### src/hw/spr_consts.svh
/*
  Constants for the setpoint relay controller: counts, widths, timebase.
  Assumes inclusion by bare name from the package and the design.
*/
`ifndef SPR_CONSTS_SVH
`define SPR_CONSTS_SVH
`define SPR_NUM_SP 6
`define SPR_NUM_PINS 6
`define SPR_VAL_W 16
`define SPR_CLK_MHZ 250
`define SPR_TICK_US 1000
`define SPR_TICK_CYCLES (`SPR_TICK_US * `SPR_CLK_MHZ)
`define SPR_TICK_W 18
`define SPR_LOG_DEPTH 12'hfa0
`define SPR_LOG_W 12
`define SPR_PID_SP_COUNT 2
`define SPR_LOOP_ONE_REG 50
`define SPR_LOOP_TWO_REG 51
`define SPR_MIN_DEV 16'h0001
`endif

### src/hw/spr_pkg.sv
/*
  Types for the setpoint relay controller: modes, timer states, state record.
  Assumes spr_consts.svh is on the include path.
*/
`include "spr_consts.svh"
package spr_pkg;
  typedef enum logic [1:0] {
    SPR_BAND_PLAIN = 2'h0,
    SPR_BAND_HYST  = 2'h1,
    SPR_BAND_DEV   = 2'h2,
    SPR_BAND_PID   = 2'h3
  } spr_band_t;
  typedef enum logic [2:0] {
    SPR_TM_NORMAL      = 3'h0,
    SPR_TM_REPEAT_ON   = 3'h1,
    SPR_TM_PULSE_ON    = 3'h2,
    SPR_TM_ONESHOT_ON  = 3'h3,
    SPR_TM_REPEAT_OFF  = 3'h4,
    SPR_TM_PULSE_OFF   = 3'h5,
    SPR_TM_ONESHOT_OFF = 3'h6
  } spr_tmode_t;
  typedef enum logic [3:0] {
    SPR_TS_IDLE  = 4'h1,
    SPR_TS_WAIT  = 4'h2,
    SPR_TS_ACT   = 4'h4,
    SPR_TS_BREAK = 4'h8
  } spr_tstate_t;
  typedef struct packed {
    logic [`SPR_NUM_PINS:0]                     s1;
    logic [`SPR_NUM_PINS:0]                     s2;
    logic [`SPR_NUM_PINS:0]                     s3;
    logic [`SPR_NUM_PINS:0]                     pin;
    logic [`SPR_TICK_W-1:0]                     tick_cnt;
    logic                                       tick;
    logic [`SPR_NUM_SP-1:0]                     act;
    spr_tstate_t [`SPR_NUM_SP-1:0]              tst;
    logic [`SPR_NUM_SP-1:0][`SPR_VAL_W-1:0]     cnt;
    logic [`SPR_NUM_SP-1:0]                     relay;
    logic [`SPR_NUM_SP-1:0]                     latched;
    logic [`SPR_NUM_SP-1:0]                     inh_done;
    logic [`SPR_NUM_SP-1:0]                     track;
    logic [`SPR_NUM_SP-1:0]                     reg_reset;
    logic [`SPR_NUM_SP-1:0]                     log_trig;
    logic                                       flash;
    logic [`SPR_LOG_W-1:0]                      log_cnt;
    logic                                       log_full;
    logic [`SPR_VAL_W-1:0]                      loop_one;
    logic [`SPR_VAL_W-1:0]                      loop_two;
  } spr_state_t;
endpackage : spr_pkg

### src/hw/spr_setpoint_relay.sv
/*
  Six-setpoint relay controller: compare, bands, timers, latching, triggers.
  Assumes measurement values already selected per setpoint, pins raw/async.
*/
`timescale 1ns/1ps
`include "spr_consts.svh"
module spr_setpoint_relay #(
  parameter logic [`SPR_TICK_W-1:0] TICK_CYCLES = `SPR_TICK_W'(`SPR_TICK_CYCLES)
) (
  // Clock, reset, enable
  input  wire logic                                   i_clk,
  input  wire logic                                   i_resetn,
  input  wire logic                                   i_ce,
  // Sources
  input  wire logic [`SPR_NUM_SP-1:0][`SPR_VAL_W-1:0] i_meas,
  input  wire logic [`SPR_NUM_PINS-1:0]               i_ext_pin,
  input  wire logic                                   i_unlatch_pin,
  input  wire logic [`SPR_NUM_SP-1:0]                 i_src_ext,
  input  wire logic [`SPR_NUM_SP-1:0][2:0]            i_src_pin,
  // Compare and band setup
  input  wire logic [`SPR_NUM_SP-1:0][`SPR_VAL_W-1:0] i_setpoint,
  input  wire logic [`SPR_NUM_SP-1:0]                 i_above,
  input  wire logic [`SPR_NUM_SP-1:0]                 i_lvl2_en,
  input  wire logic [`SPR_NUM_SP-1:0]                 i_lvl3_en,
  input  wire logic [`SPR_NUM_SP-1:0][1:0]            i_band_mode,
  input  wire logic [`SPR_NUM_SP-1:0][`SPR_VAL_W-1:0] i_band,
  input  wire logic [`SPR_NUM_SP-1:0]                 i_dev_inside,
  input  wire logic [`SPR_NUM_SP-1:0]                 i_inhibit_en,
  input  wire logic [`SPR_NUM_SP-1:0]                 i_inhibit_rising,
  input  wire logic [`SPR_NUM_SP-1:0]                 i_flash_en,
  input  wire logic [`SPR_NUM_SP-1:0]                 i_track_en,
  input  wire logic [`SPR_VAL_W-1:0]                  i_track_ref,
  // Timers
  input  wire logic [`SPR_NUM_SP-1:0][2:0]            i_timer_mode,
  input  wire logic [`SPR_NUM_SP-1:0][`SPR_VAL_W-1:0] i_make_delay,
  input  wire logic [`SPR_NUM_SP-1:0][`SPR_VAL_W-1:0] i_break_delay,
  input  wire logic [`SPR_NUM_SP-1:0][`SPR_VAL_W-1:0] i_on_time,
  input  wire logic [`SPR_NUM_SP-1:0][`SPR_VAL_W-1:0] i_off_time,
  // Latch, reset and trigger
  input  wire logic [`SPR_NUM_SP-1:0]                 i_latch_en,
  input  wire logic [`SPR_NUM_SP-1:0]                 i_manual_reset,
  input  wire logic [`SPR_NUM_SP-1:0]                 i_reset_en,
  input  wire logic [`SPR_NUM_SP-1:0]                 i_log_en,
  input  wire logic                                   i_log_clear,
  // Loop control
  input  wire logic [`SPR_PID_SP_COUNT-1:0]           i_pid_relay,
  input  wire logic [`SPR_VAL_W-1:0]                  i_pid_result_one,
  input  wire logic [`SPR_VAL_W-1:0]                  i_pid_result_two,
  // Outputs
  output logic [`SPR_NUM_SP-1:0]                      o_relay,
  output logic                                        o_flash,
  output logic [`SPR_NUM_SP-1:0]                      o_track_active,
  output logic [`SPR_NUM_SP-1:0]                      o_reg_reset,
  output logic [`SPR_NUM_SP-1:0]                      o_log_trig,
  output logic [`SPR_LOG_W-1:0]                       o_log_count,
  output logic                                        o_log_full,
  output logic [`SPR_VAL_W-1:0]                       o_loop_output_one,
  output logic [`SPR_VAL_W-1:0]                       o_loop_output_two
);

  spr_pkg::spr_state_t st;
  spr_pkg::spr_state_t next_st;

  always_comb begin
    logic signed [17:0] x;
    logic signed [17:0] sp;
    logic signed [17:0] lo;
    logic signed [17:0] hi;
    logic [15:0]        bnd;
    logic [15:0]        wdly;
    logic [15:0]        len;
    spr_pkg::spr_band_t   bm;
    spr_pkg::spr_tmode_t  tm;
    spr_pkg::spr_tstate_t ts;
    spr_pkg::spr_tstate_t nts;
    logic               a;
    logic               lvl2;
    logic               inv;
    logic               pulse;
    logic               raw;
    logic               lat;
    logic [`SPR_LOG_W-1:0] lbase;
    x = '0;
    sp = '0;
    lo = '0;
    hi = '0;
    bnd = '0;
    wdly = '0;
    len = '0;
    bm = spr_pkg::SPR_BAND_PLAIN;
    tm = spr_pkg::SPR_TM_NORMAL;
    ts = spr_pkg::SPR_TS_IDLE;
    nts = spr_pkg::SPR_TS_IDLE;
    a = 1'b0;
    lvl2 = 1'b0;
    inv = 1'b0;
    pulse = 1'b0;
    raw = 1'b0;
    lat = 1'b0;
    lbase = '0;
    next_st = st;
    // Three-stage pin filter; level taken once stages two and three agree
    next_st.s1 = {i_unlatch_pin, i_ext_pin};
    next_st.s2 = st.s1;
    next_st.s3 = st.s2;
    for (int p = 0; p <= `SPR_NUM_PINS; p++) begin
      if (st.s2[p] == st.s3[p]) begin
        next_st.pin[p] = st.s3[p];
      end
    end
    next_st.tick = 1'b0;
    if (st.tick_cnt >= TICK_CYCLES - 1'b1) begin
      next_st.tick_cnt = '0;
      next_st.tick = 1'b1;
    end else begin
      next_st.tick_cnt = st.tick_cnt + 1'b1;
    end
    // results of registers 50 and 51
    next_st.loop_one = i_pid_result_one;
    next_st.loop_two = i_pid_result_two;
    next_st.flash = 1'b0;
    for (int k = 0; k < `SPR_NUM_SP; k++) begin
      lvl2 = i_lvl2_en[k];
      // level two off forces basic compare
      bm = lvl2 ? spr_pkg::spr_band_t'(i_band_mode[k]) : spr_pkg::SPR_BAND_PLAIN;
      next_st.track[k] = i_track_en[k] && (bm != spr_pkg::SPR_BAND_PLAIN);
      sp = 18'($signed(i_setpoint[k]));
      if (next_st.track[k]) begin
        sp = sp + 18'($signed(i_track_ref));
      end
      // band width, deviation never below one count
      bnd = (bm == spr_pkg::SPR_BAND_PLAIN) ? 16'h0000 : i_band[k];
      if (bm == spr_pkg::SPR_BAND_DEV && bnd < `SPR_MIN_DEV) begin
        bnd = `SPR_MIN_DEV;
      end
      lo = sp - $signed({2'h0, bnd});
      hi = sp + $signed({2'h0, bnd});
      x = 18'($signed(i_meas[k]));
      if (i_src_ext[k]) begin
        a = (i_src_pin[k] < 3'h6) ? (st.pin[i_src_pin[k]] ~^ i_above[k]) : 1'b0;
      end else begin
        case (bm)
          spr_pkg::SPR_BAND_DEV: begin
            a = ((x >= lo) && (x <= hi)) ~^ i_dev_inside[k];
          end
          // loop relay on first two only
          spr_pkg::SPR_BAND_PID: begin
            a = (k < `SPR_PID_SP_COUNT) ? i_pid_relay[k % `SPR_PID_SP_COUNT] : 1'b0;
          end
          default: begin
            if (i_above[k]) begin
              a = st.act[k] ? (x >= lo) : (x >= hi);
            end else begin
              a = st.act[k] ? (x <= hi) : (x <= lo);
            end
          end
        endcase
      end
      next_st.act[k] = a;
      // inhibit ends once the first activation drops, if direction matches
      next_st.inh_done[k] = st.inh_done[k] | !(lvl2 && i_inhibit_en[k] && (i_inhibit_rising[k] == i_above[k]))
                            | (st.act[k] & !a);
      tm = lvl2 ? spr_pkg::spr_tmode_t'(i_timer_mode[k]) : spr_pkg::SPR_TM_NORMAL;
      inv = (tm >= spr_pkg::SPR_TM_REPEAT_OFF) && (tm <= spr_pkg::SPR_TM_ONESHOT_OFF);
      len = inv ? i_off_time[k] : i_on_time[k];
      if (tm == spr_pkg::SPR_TM_REPEAT_ON || tm == spr_pkg::SPR_TM_REPEAT_OFF) begin
        wdly = inv ? i_on_time[k] : i_off_time[k];
      end else begin
        wdly = inv ? i_break_delay[k] : i_make_delay[k];
      end
      ts = st.tst[k];
      nts = ts;
      case (ts)
        spr_pkg::SPR_TS_IDLE: begin
          if (a) begin
            nts = spr_pkg::SPR_TS_WAIT;
          end
        end
        spr_pkg::SPR_TS_WAIT: begin
          if (!a) begin
            nts = spr_pkg::SPR_TS_IDLE;
          end else if (st.cnt[k] >= wdly) begin
            nts = spr_pkg::SPR_TS_ACT;
          end
        end
        spr_pkg::SPR_TS_ACT: begin
          case (tm)
            spr_pkg::SPR_TM_REPEAT_ON, spr_pkg::SPR_TM_REPEAT_OFF: begin
              if (!a) begin
                nts = spr_pkg::SPR_TS_IDLE;
              end else if (st.cnt[k] >= len) begin
                nts = spr_pkg::SPR_TS_WAIT;
              end
            end
            spr_pkg::SPR_TM_PULSE_ON, spr_pkg::SPR_TM_PULSE_OFF: begin
              if (!a) begin
                nts = spr_pkg::SPR_TS_IDLE;
              end else if (st.cnt[k] >= len) begin
                nts = spr_pkg::SPR_TS_BREAK;
              end
            end
            spr_pkg::SPR_TM_ONESHOT_ON, spr_pkg::SPR_TM_ONESHOT_OFF: begin
              if (!a && st.cnt[k] >= len) begin
                nts = spr_pkg::SPR_TS_IDLE;
              end
            end
            default: begin
              if (!a) begin
                nts = spr_pkg::SPR_TS_BREAK;
              end
            end
          endcase
        end
        spr_pkg::SPR_TS_BREAK: begin
          if (tm != spr_pkg::SPR_TM_NORMAL) begin
            if (!a) begin
              nts = spr_pkg::SPR_TS_IDLE;
            end
          end else if (a) begin
            nts = spr_pkg::SPR_TS_ACT;
          end else if (st.cnt[k] >= i_break_delay[k]) begin
            nts = spr_pkg::SPR_TS_IDLE;
          end
        end
        default: begin
          nts = spr_pkg::SPR_TS_IDLE;
        end
      endcase
      next_st.tst[k] = nts;
      // restart on state or activation change
      if (nts != ts || a != st.act[k]) begin
        next_st.cnt[k] = '0;
      end else if (st.tick && st.cnt[k] != 16'hffff) begin
        next_st.cnt[k] = st.cnt[k] + 1'b1;
      end
      pulse = (nts == spr_pkg::SPR_TS_ACT) || (tm == spr_pkg::SPR_TM_NORMAL && nts == spr_pkg::SPR_TS_BREAK);
      // timers bypassed when level two is off
      raw = lvl2 ? (pulse ^ inv) : a;
      raw = raw & st.inh_done[k];
      lat = (st.latched[k] & !(i_manual_reset[k] | st.pin[`SPR_NUM_PINS])) | (i_latch_en[k] & raw);
      next_st.latched[k] = lat;
      next_st.relay[k] = raw | lat;
      if (lvl2 && i_flash_en[k] && a && (bm == spr_pkg::SPR_BAND_HYST || bm == spr_pkg::SPR_BAND_DEV)) begin
        next_st.flash = 1'b1;
      end
      // activation edge actions need level three
      next_st.reg_reset[k] = a & !st.act[k] & lvl2 & i_lvl3_en[k] & i_reset_en[k];
      next_st.log_trig[k] = a & !st.act[k] & lvl2 & i_lvl3_en[k] & i_log_en[k];
    end
    // sample count saturates at depth; a new sample beats the clear
    lbase = i_log_clear ? '0 : st.log_cnt;
    if (|next_st.log_trig && lbase != `SPR_LOG_DEPTH) begin
      lbase = lbase + 1'b1;
    end
    next_st.log_cnt = lbase;
    next_st.log_full = (lbase == `SPR_LOG_DEPTH);
  end

  always_ff @(posedge i_clk or negedge i_resetn) begin
    if (!i_resetn) begin
      st <= '0;
      st.tst <= {`SPR_NUM_SP{spr_pkg::SPR_TS_IDLE}};
    end else if (i_ce) begin
      st <= next_st;
    end
  end

  assign o_relay           = st.relay;
  assign o_flash           = st.flash;
  assign o_track_active    = st.track;
  assign o_reg_reset       = st.reg_reset;
  assign o_log_trig        = st.log_trig;
  assign o_log_count       = st.log_cnt;
  assign o_log_full        = st.log_full;
  assign o_loop_output_one = st.loop_one;
  assign o_loop_output_two = st.loop_two;

  for (genvar g = 0; g < `SPR_NUM_SP; g++) begin : g_chk

    if (g >= `SPR_PID_SP_COUNT) begin : g_pid

    end
  end
endmodule : spr_setpoint_relay
### config.mk
export PLATFORM = sky130hd
export DESIGN_NAME = spr_setpoint_relay
export DESIGN_NICKNAME = d
export VERILOG_FILES = /design/src/hw/spr_pkg.sv /design/src/hw/spr_setpoint_relay.sv
export VERILOG_INCLUDE_DIRS = /design/src /design/src/hw
export SDC_FILE = /design/constraint.sdc
export NUM_CORES = 2
export LEC_CHECK = 0
export ABC_AREA = 0
export BUFFER_PORTS_ARGS = -buffer_cell sky130_fd_sc_hd__buf_2
export CELL_PAD_IN_SITES_DETAIL_PLACEMENT = 1
export CELL_PAD_IN_SITES_GLOBAL_PLACEMENT = 1
export CORE_MARGIN = 2
export CORE_UTILIZATION = 29
export DETAILED_ROUTE_END_ITERATION = 10
export GPL_TIMING_DRIVEN = 0
export PLACE_DENSITY = 0.61
export REMOVE_ABC_BUFFERS = 1
export SYNTH_ARGS = -nofsm -noshare
export SYNTH_HDL_FRONTEND = slang
export SYNTH_SLANG_ARGS = --single-unit
### constraint.sdc
create_clock -name i_clk -period 4.9 [get_ports i_clk]
set_clock_uncertainty 0.2 [all_clocks]
set_input_delay 0.49 -clock i_clk [delete_from_list [all_inputs] [get_ports i_clk]]
set_output_delay 0.49 -clock i_clk [all_outputs]
set_load 0.01 [all_outputs]
# Word level (Yosys, flattened, before mapping)

Index checks and enable logic that the tools add are counted.

Add/sub/neg operators: 26
Order comparisons: 73
Equality and inequality tests: 123
Mux-type cells: 220
Bitwise gates (word level): 102
Reduce and logical (&&, ||, !) cells: 183

Operators with widths:

| kind                  | number |
|---|---|
| $mux 16               | 48 |
| $mux 4                | 78 |
| $ge 16x16->1          | 18 |
| $ge 16x18->1          | 12 |
| $le 16x18->1          | 12 |
| $mux 18               | 7 |
| $add 18x17->18        | 6 |
| $sub 18x17->18        | 6 |
| $add 16x16->17        | 6 |
| $add 16x1->16 const B | 6 |
| $lt 16x1->1 const B   | 6 |
| $ne 16x16->1 const B  | 6 |
| $pmux 4 s4            | 6 |
| $logic_and 1x1->1     | 73 |
| $pmux 4 s3            | 6 |
| $and 1x1->1           | 54 |
| $eq 3x3->1 const B    | 18 |
| $mux 1                | 49 |
| $eq 4x3->1 const B    | 12 |
| $eq 4x4->1 const B    | 12 |
| $eq 3x2->1 const B    | 12 |
| $reduce_or 2->1       | 18 |
| $or 1x1->1            | 30 |
| $reduce_and 2->1      | 13 |
| other kinds (31)      | 213 |

Register bits after elaboration: 255
Input bits: 859
Output and inout port bits: 70
Logic and storage cells: 763

# Longest topological paths before layout

Word-level depth: 26
Mapped depth: 49
Depth with buffers taken out: 46

# Worst setup path before layout

Ideal clock, no wire load.

Path type: in2reg
Start point: input i_lvl2_en[0]
End point: register st (netlist bit o_log_full)
Setup time: 0.127 ns
Arrival time: 8.547 ns
Data required time: 4.573 ns
Path slack: -3.974 ns
Stages: 41
Path buffers: 3
Path through: clkbuf_1 -> and2_1 -> inv_1 -> ha_1 -> clkinv_1 -> nand2_1 -> clkbuf_1 -> mux2_2 -> fa_1 -> a21o_1 -> a21oi_1 -> o21ai_0 -> a21oi_1 -> o21ai_0 -> a21oi_1 -> o22ai_1 -> o41ai_1 -> o21bai_1 -> [... 5 more ...] -> or4_1 -> o21ai_1 -> nor3_1 -> mux2i_1 -> mux2_2 -> o311a_1 -> o21ai_2 -> ha_1 -> and3_1 -> a22oi_1 -> a31oi_1 -> and2_1 -> clkbuf_1 -> nand2_1 -> nor4_1 -> nor3b_1 -> a311oi_1 -> o2bb2ai_1

RTL lines:

| what                 | RTL line                  | text |
|---|---|---|
| start, declared      | spr_setpoint_relay.sv:23  | `` input wire logic [`SPR_NUM_SP-1:0] i_lvl2_en, `` |
| end signal, assigned | spr_setpoint_relay.sv:264 | `st <= next_st;` |
| end, declared        | spr_setpoint_relay.sv:61  | `spr_pkg::spr_state_t st;` |

==> metrics.txt <==
# TYPE chip_impl_metric gauge
chip_impl_metric{name="slew_violations",unit=""} 0
chip_impl_metric{name="hold_path_cell_cnt",unit=""} 2
chip_impl_info{name="highest-signal-layer",value="met5"} 1
chip_impl_metric{name="yosysTopAreaCellShare",unit="%"} 23.0
chip_impl_metric{name="grt_usage",unit="%"} 24.9
chip_impl_metric{name="fin_nets",unit=""} 8708
chip_impl_metric{name="max_cap_violations",unit=""} 0
chip_impl_metric{name="min_period",unit="ns"} 8.18
chip_impl_metric{name="drive_above_1_share",unit="%"} 30.3
chip_impl_metric{name="synthCells",unit=""} 5889
chip_impl_info{name="cts_tree",value="yes"} 1
chip_impl_metric{name="cts_max_path_buffers",unit=""} 3
chip_impl_metric{name="die_h",unit="um"} 398
chip_impl_info{name="leading_register_cell_type_out_of_synthesis",value="sky130_fd_sc_hd__dfrtp_1"} 1
chip_impl_metric{name="power-per-cell-area",unit="mW/mm2"} 238
chip_impl_metric{name="synth_seq_cells",unit=""} 255
chip_impl_metric{name="grt_pass1_vias",unit=""} 49900
chip_impl_metric{name="initial_core_util",unit="%"} 29.2
chip_impl_metric{name="place.detailed.hpwl",unit="um"} 166000
chip_impl_info{name="outcome",value="complete, but fails checks"} 1
chip_impl_metric{name="post_synth_instance_area",unit="mm2"} 0.0450
chip_impl_metric{name="met2RoutedLength",unit="um"} 101000
chip_impl_metric{name="floorplan.core_area",unit="mm2"} 0.154
chip_impl_metric{name="asyncSetResetFlopFracSynth",unit="%"} 100
chip_impl_metric{name="via_count",unit=""} 48500
chip_impl_metric{name="first_iter_violations",unit=""} 2129
chip_impl_info{name="worst_hold_path.endpoint",value="o_loop_output_one[0]"} 1
chip_impl_metric{name="critical_path_required",unit="ns"} 5.15
chip_impl_metric{name="top_level_ports",unit=""} 929
chip_impl_metric{name="routed-wl-met3",unit="um"} 9680
chip_impl_info{name="critPathSlowestCell",value="sky130_fd_sc_hd__fa_1"} 1
chip_impl_metric{name="setup_violations",unit=""} 170
chip_impl_info{name="violations",value="negative setup slack"} 1
chip_impl_metric{name="crit_path_max_fanout",unit=""} 7
chip_impl_metric{name="drt-pass1-iter-count",unit=""} 5
chip_impl_metric{name="total_clock_buffers_created_by_cts",unit=""} 36
chip_impl_info{name="critical_path.reg2reg.endpoint",value="o_log_full"} 1
chip_impl_info{name="timing.critical_path.to_type",value="flop"} 1
chip_impl_metric{name="grt_antenna_before_repair",unit=""} 108
chip_impl_metric{name="finalHoldViolations",unit=""} 0
chip_impl_metric{name="design.die.area",unit="mm2"} 0.158
chip_impl_metric{name="largest_net_degree_at_the_start_of_global_routing",unit=""} 131
chip_impl_metric{name="place.port_buffers",unit=""} 928
chip_impl_metric{name="area_growth",unit="%"} 33.3
chip_impl_metric{name="cts_max_level",unit=""} 2
chip_impl_metric{name="synth_edf_count",unit=""} 0
chip_impl_metric{name="timing.fmax",unit="MHz"} 122
chip_impl_info{name="post-synth-top-area-cell",value="sky130_fd_sc_hd__ha_1"} 1
chip_impl_metric{name="synthesized_area_divided_by_synthesized_cell_count",unit="um2"} 7.64
chip_impl_metric{name="grt_overflow",unit=""} 0
chip_impl_metric{name="clock-sinks",unit=""} 255
chip_impl_metric{name="final_antenna_net_count",unit=""} 0
chip_impl_metric{name="utilization",unit="%"} 38.9
chip_impl_metric{name="ys.warnings.count",unit=""} 0
chip_impl_metric{name="max_slew_margin",unit="%"} 13.4
chip_impl_info{name="leading_cell_types_by_total_area_after_synthesis",value="sky130_fd_sc_hd__ha_1 23%, sky130_fd_sc_hd__dfrtp_1 14%, sky130_fd_sc_hd__nand2_1 6.2%, sky130_fd_sc_hd__o21ai_0 4.9%, sky130_fd_sc_hd__inv_1 4.4%"} 1
chip_impl_metric{name="route.layer.met1.wl",unit="um"} 88300
chip_impl_metric{name="finalInstanceArea",unit="mm2"} 0.0600
chip_impl_metric{name="routed_wl",unit="um"} 207000
chip_impl_metric{name="worst_ep_arrival_time",unit="ns"} 8.43
chip_impl_metric{name="grt_first_pass_wirelength",unit="um"} 305000
chip_impl_metric{name="drc_violations",unit=""} 0
chip_impl_metric{name="crit_path_max_incr_delay",unit="ns"} 0.42
chip_impl_info{name="critPathKind",value="in -> reg"} 1
chip_impl_metric{name="place.gp.congestion",unit=""} 0.904
chip_impl_info{name="r2r-start",value="st[233]"} 1
chip_impl_metric{name="worst_setup_hold_path_clk_slew",unit="ns"} 0.06
chip_impl_metric{name="reg2reg_slack",unit="ns"} -0.29
chip_impl_metric{name="clock_latency",unit="ns"} 0.57
chip_impl_metric{name="dieWidth",unit="um"} 398
chip_impl_metric{name="p_leak",unit="nW"} 29.2
chip_impl_metric{name="stdcell_count",unit=""} 9113
chip_impl_metric{name="avgViaCountPerCell",unit=""} 5.32
chip_impl_info{name="hp-start",value="i_pid_result_one[0]"} 1
chip_impl_metric{name="yosysSeqAreaShare",unit="%"} 14.2
chip_impl_metric{name="dp_cells",unit=""} 8599
chip_impl_metric{name="fp-row-count",unit=""} 144
chip_impl_metric{name="max-vdd-ir-drop",unit="mV"} 0.208
chip_impl_metric{name="worstMarginPinSlew",unit="ns"} 1.30
chip_impl_metric{name="final_critical_path_setup_slack",unit="ns"} -3.28
chip_impl_metric{name="fill_cells",unit=""} 18800
chip_impl_metric{name="postPlaceCellArea",unit="mm2"} 0.0512
chip_impl_metric{name="worst-r2r-cell-count",unit=""} 18
chip_impl_info{name="grt_setup_unrepaired",value="true"} 1
chip_impl_metric{name="synth.distinct_cells",unit=""} 98
chip_impl_info{name="worst_hold_path_type",value="in -> reg"} 1
chip_impl_metric{name="detail_route.wl_per_cell",unit="um"} 22.7
chip_impl_metric{name="finalCritPeriodShare",unit="%"} 167
chip_impl_info{name="ctsRootBufferMaster",value="sky130_fd_sc_hd__clkbuf_16"} 1
chip_impl_info{name="startpoint_type",value="primary input"} 1
## cells in the mapped netlist, types with 62 or more instances
cell                       instances
sky130_fd_sc_hd__xor2_1          157
sky130_fd_sc_hd__o211ai_1        102
sky130_fd_sc_hd__a21oi_1         363
sky130_fd_sc_hd__nor3_1          107
sky130_fd_sc_hd__xnor2_1         201
sky130_fd_sc_hd__nand2_1         743
sky130_fd_sc_hd__o21ai_0         437
sky130_fd_sc_hd__inv_1           523
sky130_fd_sc_hd__dfrtp_1         249
sky130_fd_sc_hd__nand3_1         150
sky130_fd_sc_hd__nor2_1          346
sky130_fd_sc_hd__mux2_2           68
sky130_fd_sc_hd__nand2b_1         91
sky130_fd_sc_hd__clkbuf_1        168
sky130_fd_sc_hd__ha_1            827
sky130_fd_sc_hd__mux2i_1         124
sky130_fd_sc_hd__buf_4            70
sky130_fd_sc_hd__a21o_1          137
sky130_fd_sc_hd__nor2b_1          62
sky130_fd_sc_hd__nand4_1         106
## sequential cells by signal (all words and copies together) (netlist names)
name               count
o_loop_output_two     16
o_track_active         6
st                   171
o_log_trig             6
next_st               14
o_loop_output_one     16
o_log_count           12
o_flash                1
o_reg_reset            6
o_relay                6
o_log_full             1
## stage by stage
step | worst slack, ns | total power [mW] | setup TNS (ns) | hold WS [ns]
3_3_place_gp | -7.39 | 9.25 | -1614.08 | 0.262
3_5_place_dp | -7.30 | 9.48 | -913.95 | 0.267
2_1_floorplan | -4.02 | 7.04 | -475.23 | -0.00559
5_1_grt | -3.68 | 15.4 | -449.62 | 0.0322
4_1_cts | -3.18 | 14.0 | -374.77 | 0.0112
6_report | -3.28 | 14.3 | -391.82 | 0.0655
## worst max path at each step
stage / from / end / slack [ns] / depth (start not counted)
6_report: i_lvl2_en[0] / o_log_full / -3.28 / 44
5_1_grt: i_track_ref[0] / o_log_full / -3.68 / 39
4_1_cts: i_lvl2_en[0] / o_log_count[9] / -3.18 / 45
3_5_place_dp: i_lvl2_en[3] / o_log_full / -7.30 / 40
3_3_place_gp: i_lvl2_en[3] / o_log_count[11] / -7.39 / 39
2_1_floorplan: i_lvl2_en[0] / o_log_full / -4.02 / 38
## critical path: cells and delay by family
family,cells,cell delay [ns]
and+or+nand+nor,10,1.57
xor gates and xnor gates,2,0.26
adders and majority gates,5,1.23
muxes,2,0.66
buffers and inverters,8,0.95
AOI/OAI and AO/OA,17,3.24
## per-layer routing
layer	up-vias	global-route usage, %
met5	-	0
met4	58	7.57
met3	347	3.51
met2	1040	43.8
met1	23800	31.3
li1	23300	-
## report_power, final
part / internal [mW] / switching [mW] / total (mW)
registers: 2.32 / 0.395 / 2.71
clock network: 1.74 / 1.18 / 2.92
logic: 3.88 / 4.79 / 8.67
total: 7.94 / 6.36 / 14.3
## cell usage in the layout (no fill, tap or decap), types with 40 or more instances in the layout
cell / count
sky130_fd_sc_hd__buf_4: 310
sky130_fd_sc_hd__ha_1: 747
sky130_fd_sc_hd__xor2_1: 154
sky130_fd_sc_hd__dfrtp_1: 249
sky130_fd_sc_hd__nor2_1: 286
sky130_fd_sc_hd__nor2_2: 57
sky130_fd_sc_hd__a31oi_1: 42
sky130_fd_sc_hd__o21bai_1: 53
sky130_fd_sc_hd__a21oi_1: 277
sky130_fd_sc_hd__a211oi_1: 40
sky130_fd_sc_hd__nand2_1: 695
sky130_fd_sc_hd__mux2_2: 60
sky130_fd_sc_hd__dlygate4sd3_1: 54
sky130_fd_sc_hd__a21oi_2: 84
sky130_fd_sc_hd__xnor2_1: 196
sky130_fd_sc_hd__ha_4: 52
sky130_fd_sc_hd__nor2b_1: 58
sky130_fd_sc_hd__o21ai_1: 67
sky130_fd_sc_hd__mux2i_1: 111
sky130_fd_sc_hd__buf_2: 912
sky130_fd_sc_hd__nand3_1: 142
sky130_fd_sc_hd__o211ai_1: 102
sky130_fd_sc_hd__nand4_1: 106
sky130_fd_sc_hd__inv_1: 497
sky130_fd_sc_hd__o21ai_2: 79
sky130_fd_sc_hd__a21o_1: 137
sky130_fd_sc_hd__and3_1: 46
sky130_fd_sc_hd__nand2b_1: 91
sky130_fd_sc_hd__nor3_1: 77
sky130_fd_sc_hd__o21ai_0: 291
## area by class of cell
cell class                      count  area (um2)  area share (%)
Tap cell                         2044        2560            4.26
Inverter                          532        2120            3.53
Multi-Input combinational cell   4837       39100            65.2
Timing Repair Buffer             1340        8460            14.1
Clock inverter                     19         299           0.499
Clock buffer                       45         965            1.61
Timing Repair inverter              2        13.8          0.0229
Sequential cell                   255        6390            10.7
Antenna cell                       39        97.6           0.163
## what timing repair did
item,CTS,global route
hold buffers,54,0
setup buffers,282,68
cloned,9,3
gates resized for setup,848,200
pin swaps,437,264
hold endpoints to repair,133,0
setup endpoints to repair,170,170
## kinds of logic after synthesis
group / count (synthesis) / synth area share (%)
AND/OR/NAND/NOR: 1868 / 19.6
AO/OA/AOI/OAI: 1523 / 21.5
adder cells (fa/ha/maj): 847 / 23.8
buffers and inverters: 807 / 7.44
XOR/XNOR: 358 / 6.97
flip-flops: 255 / 14.2
multiplexers: 231 / 6.41
No activity file was read; power rests on OpenSTA's default activity.
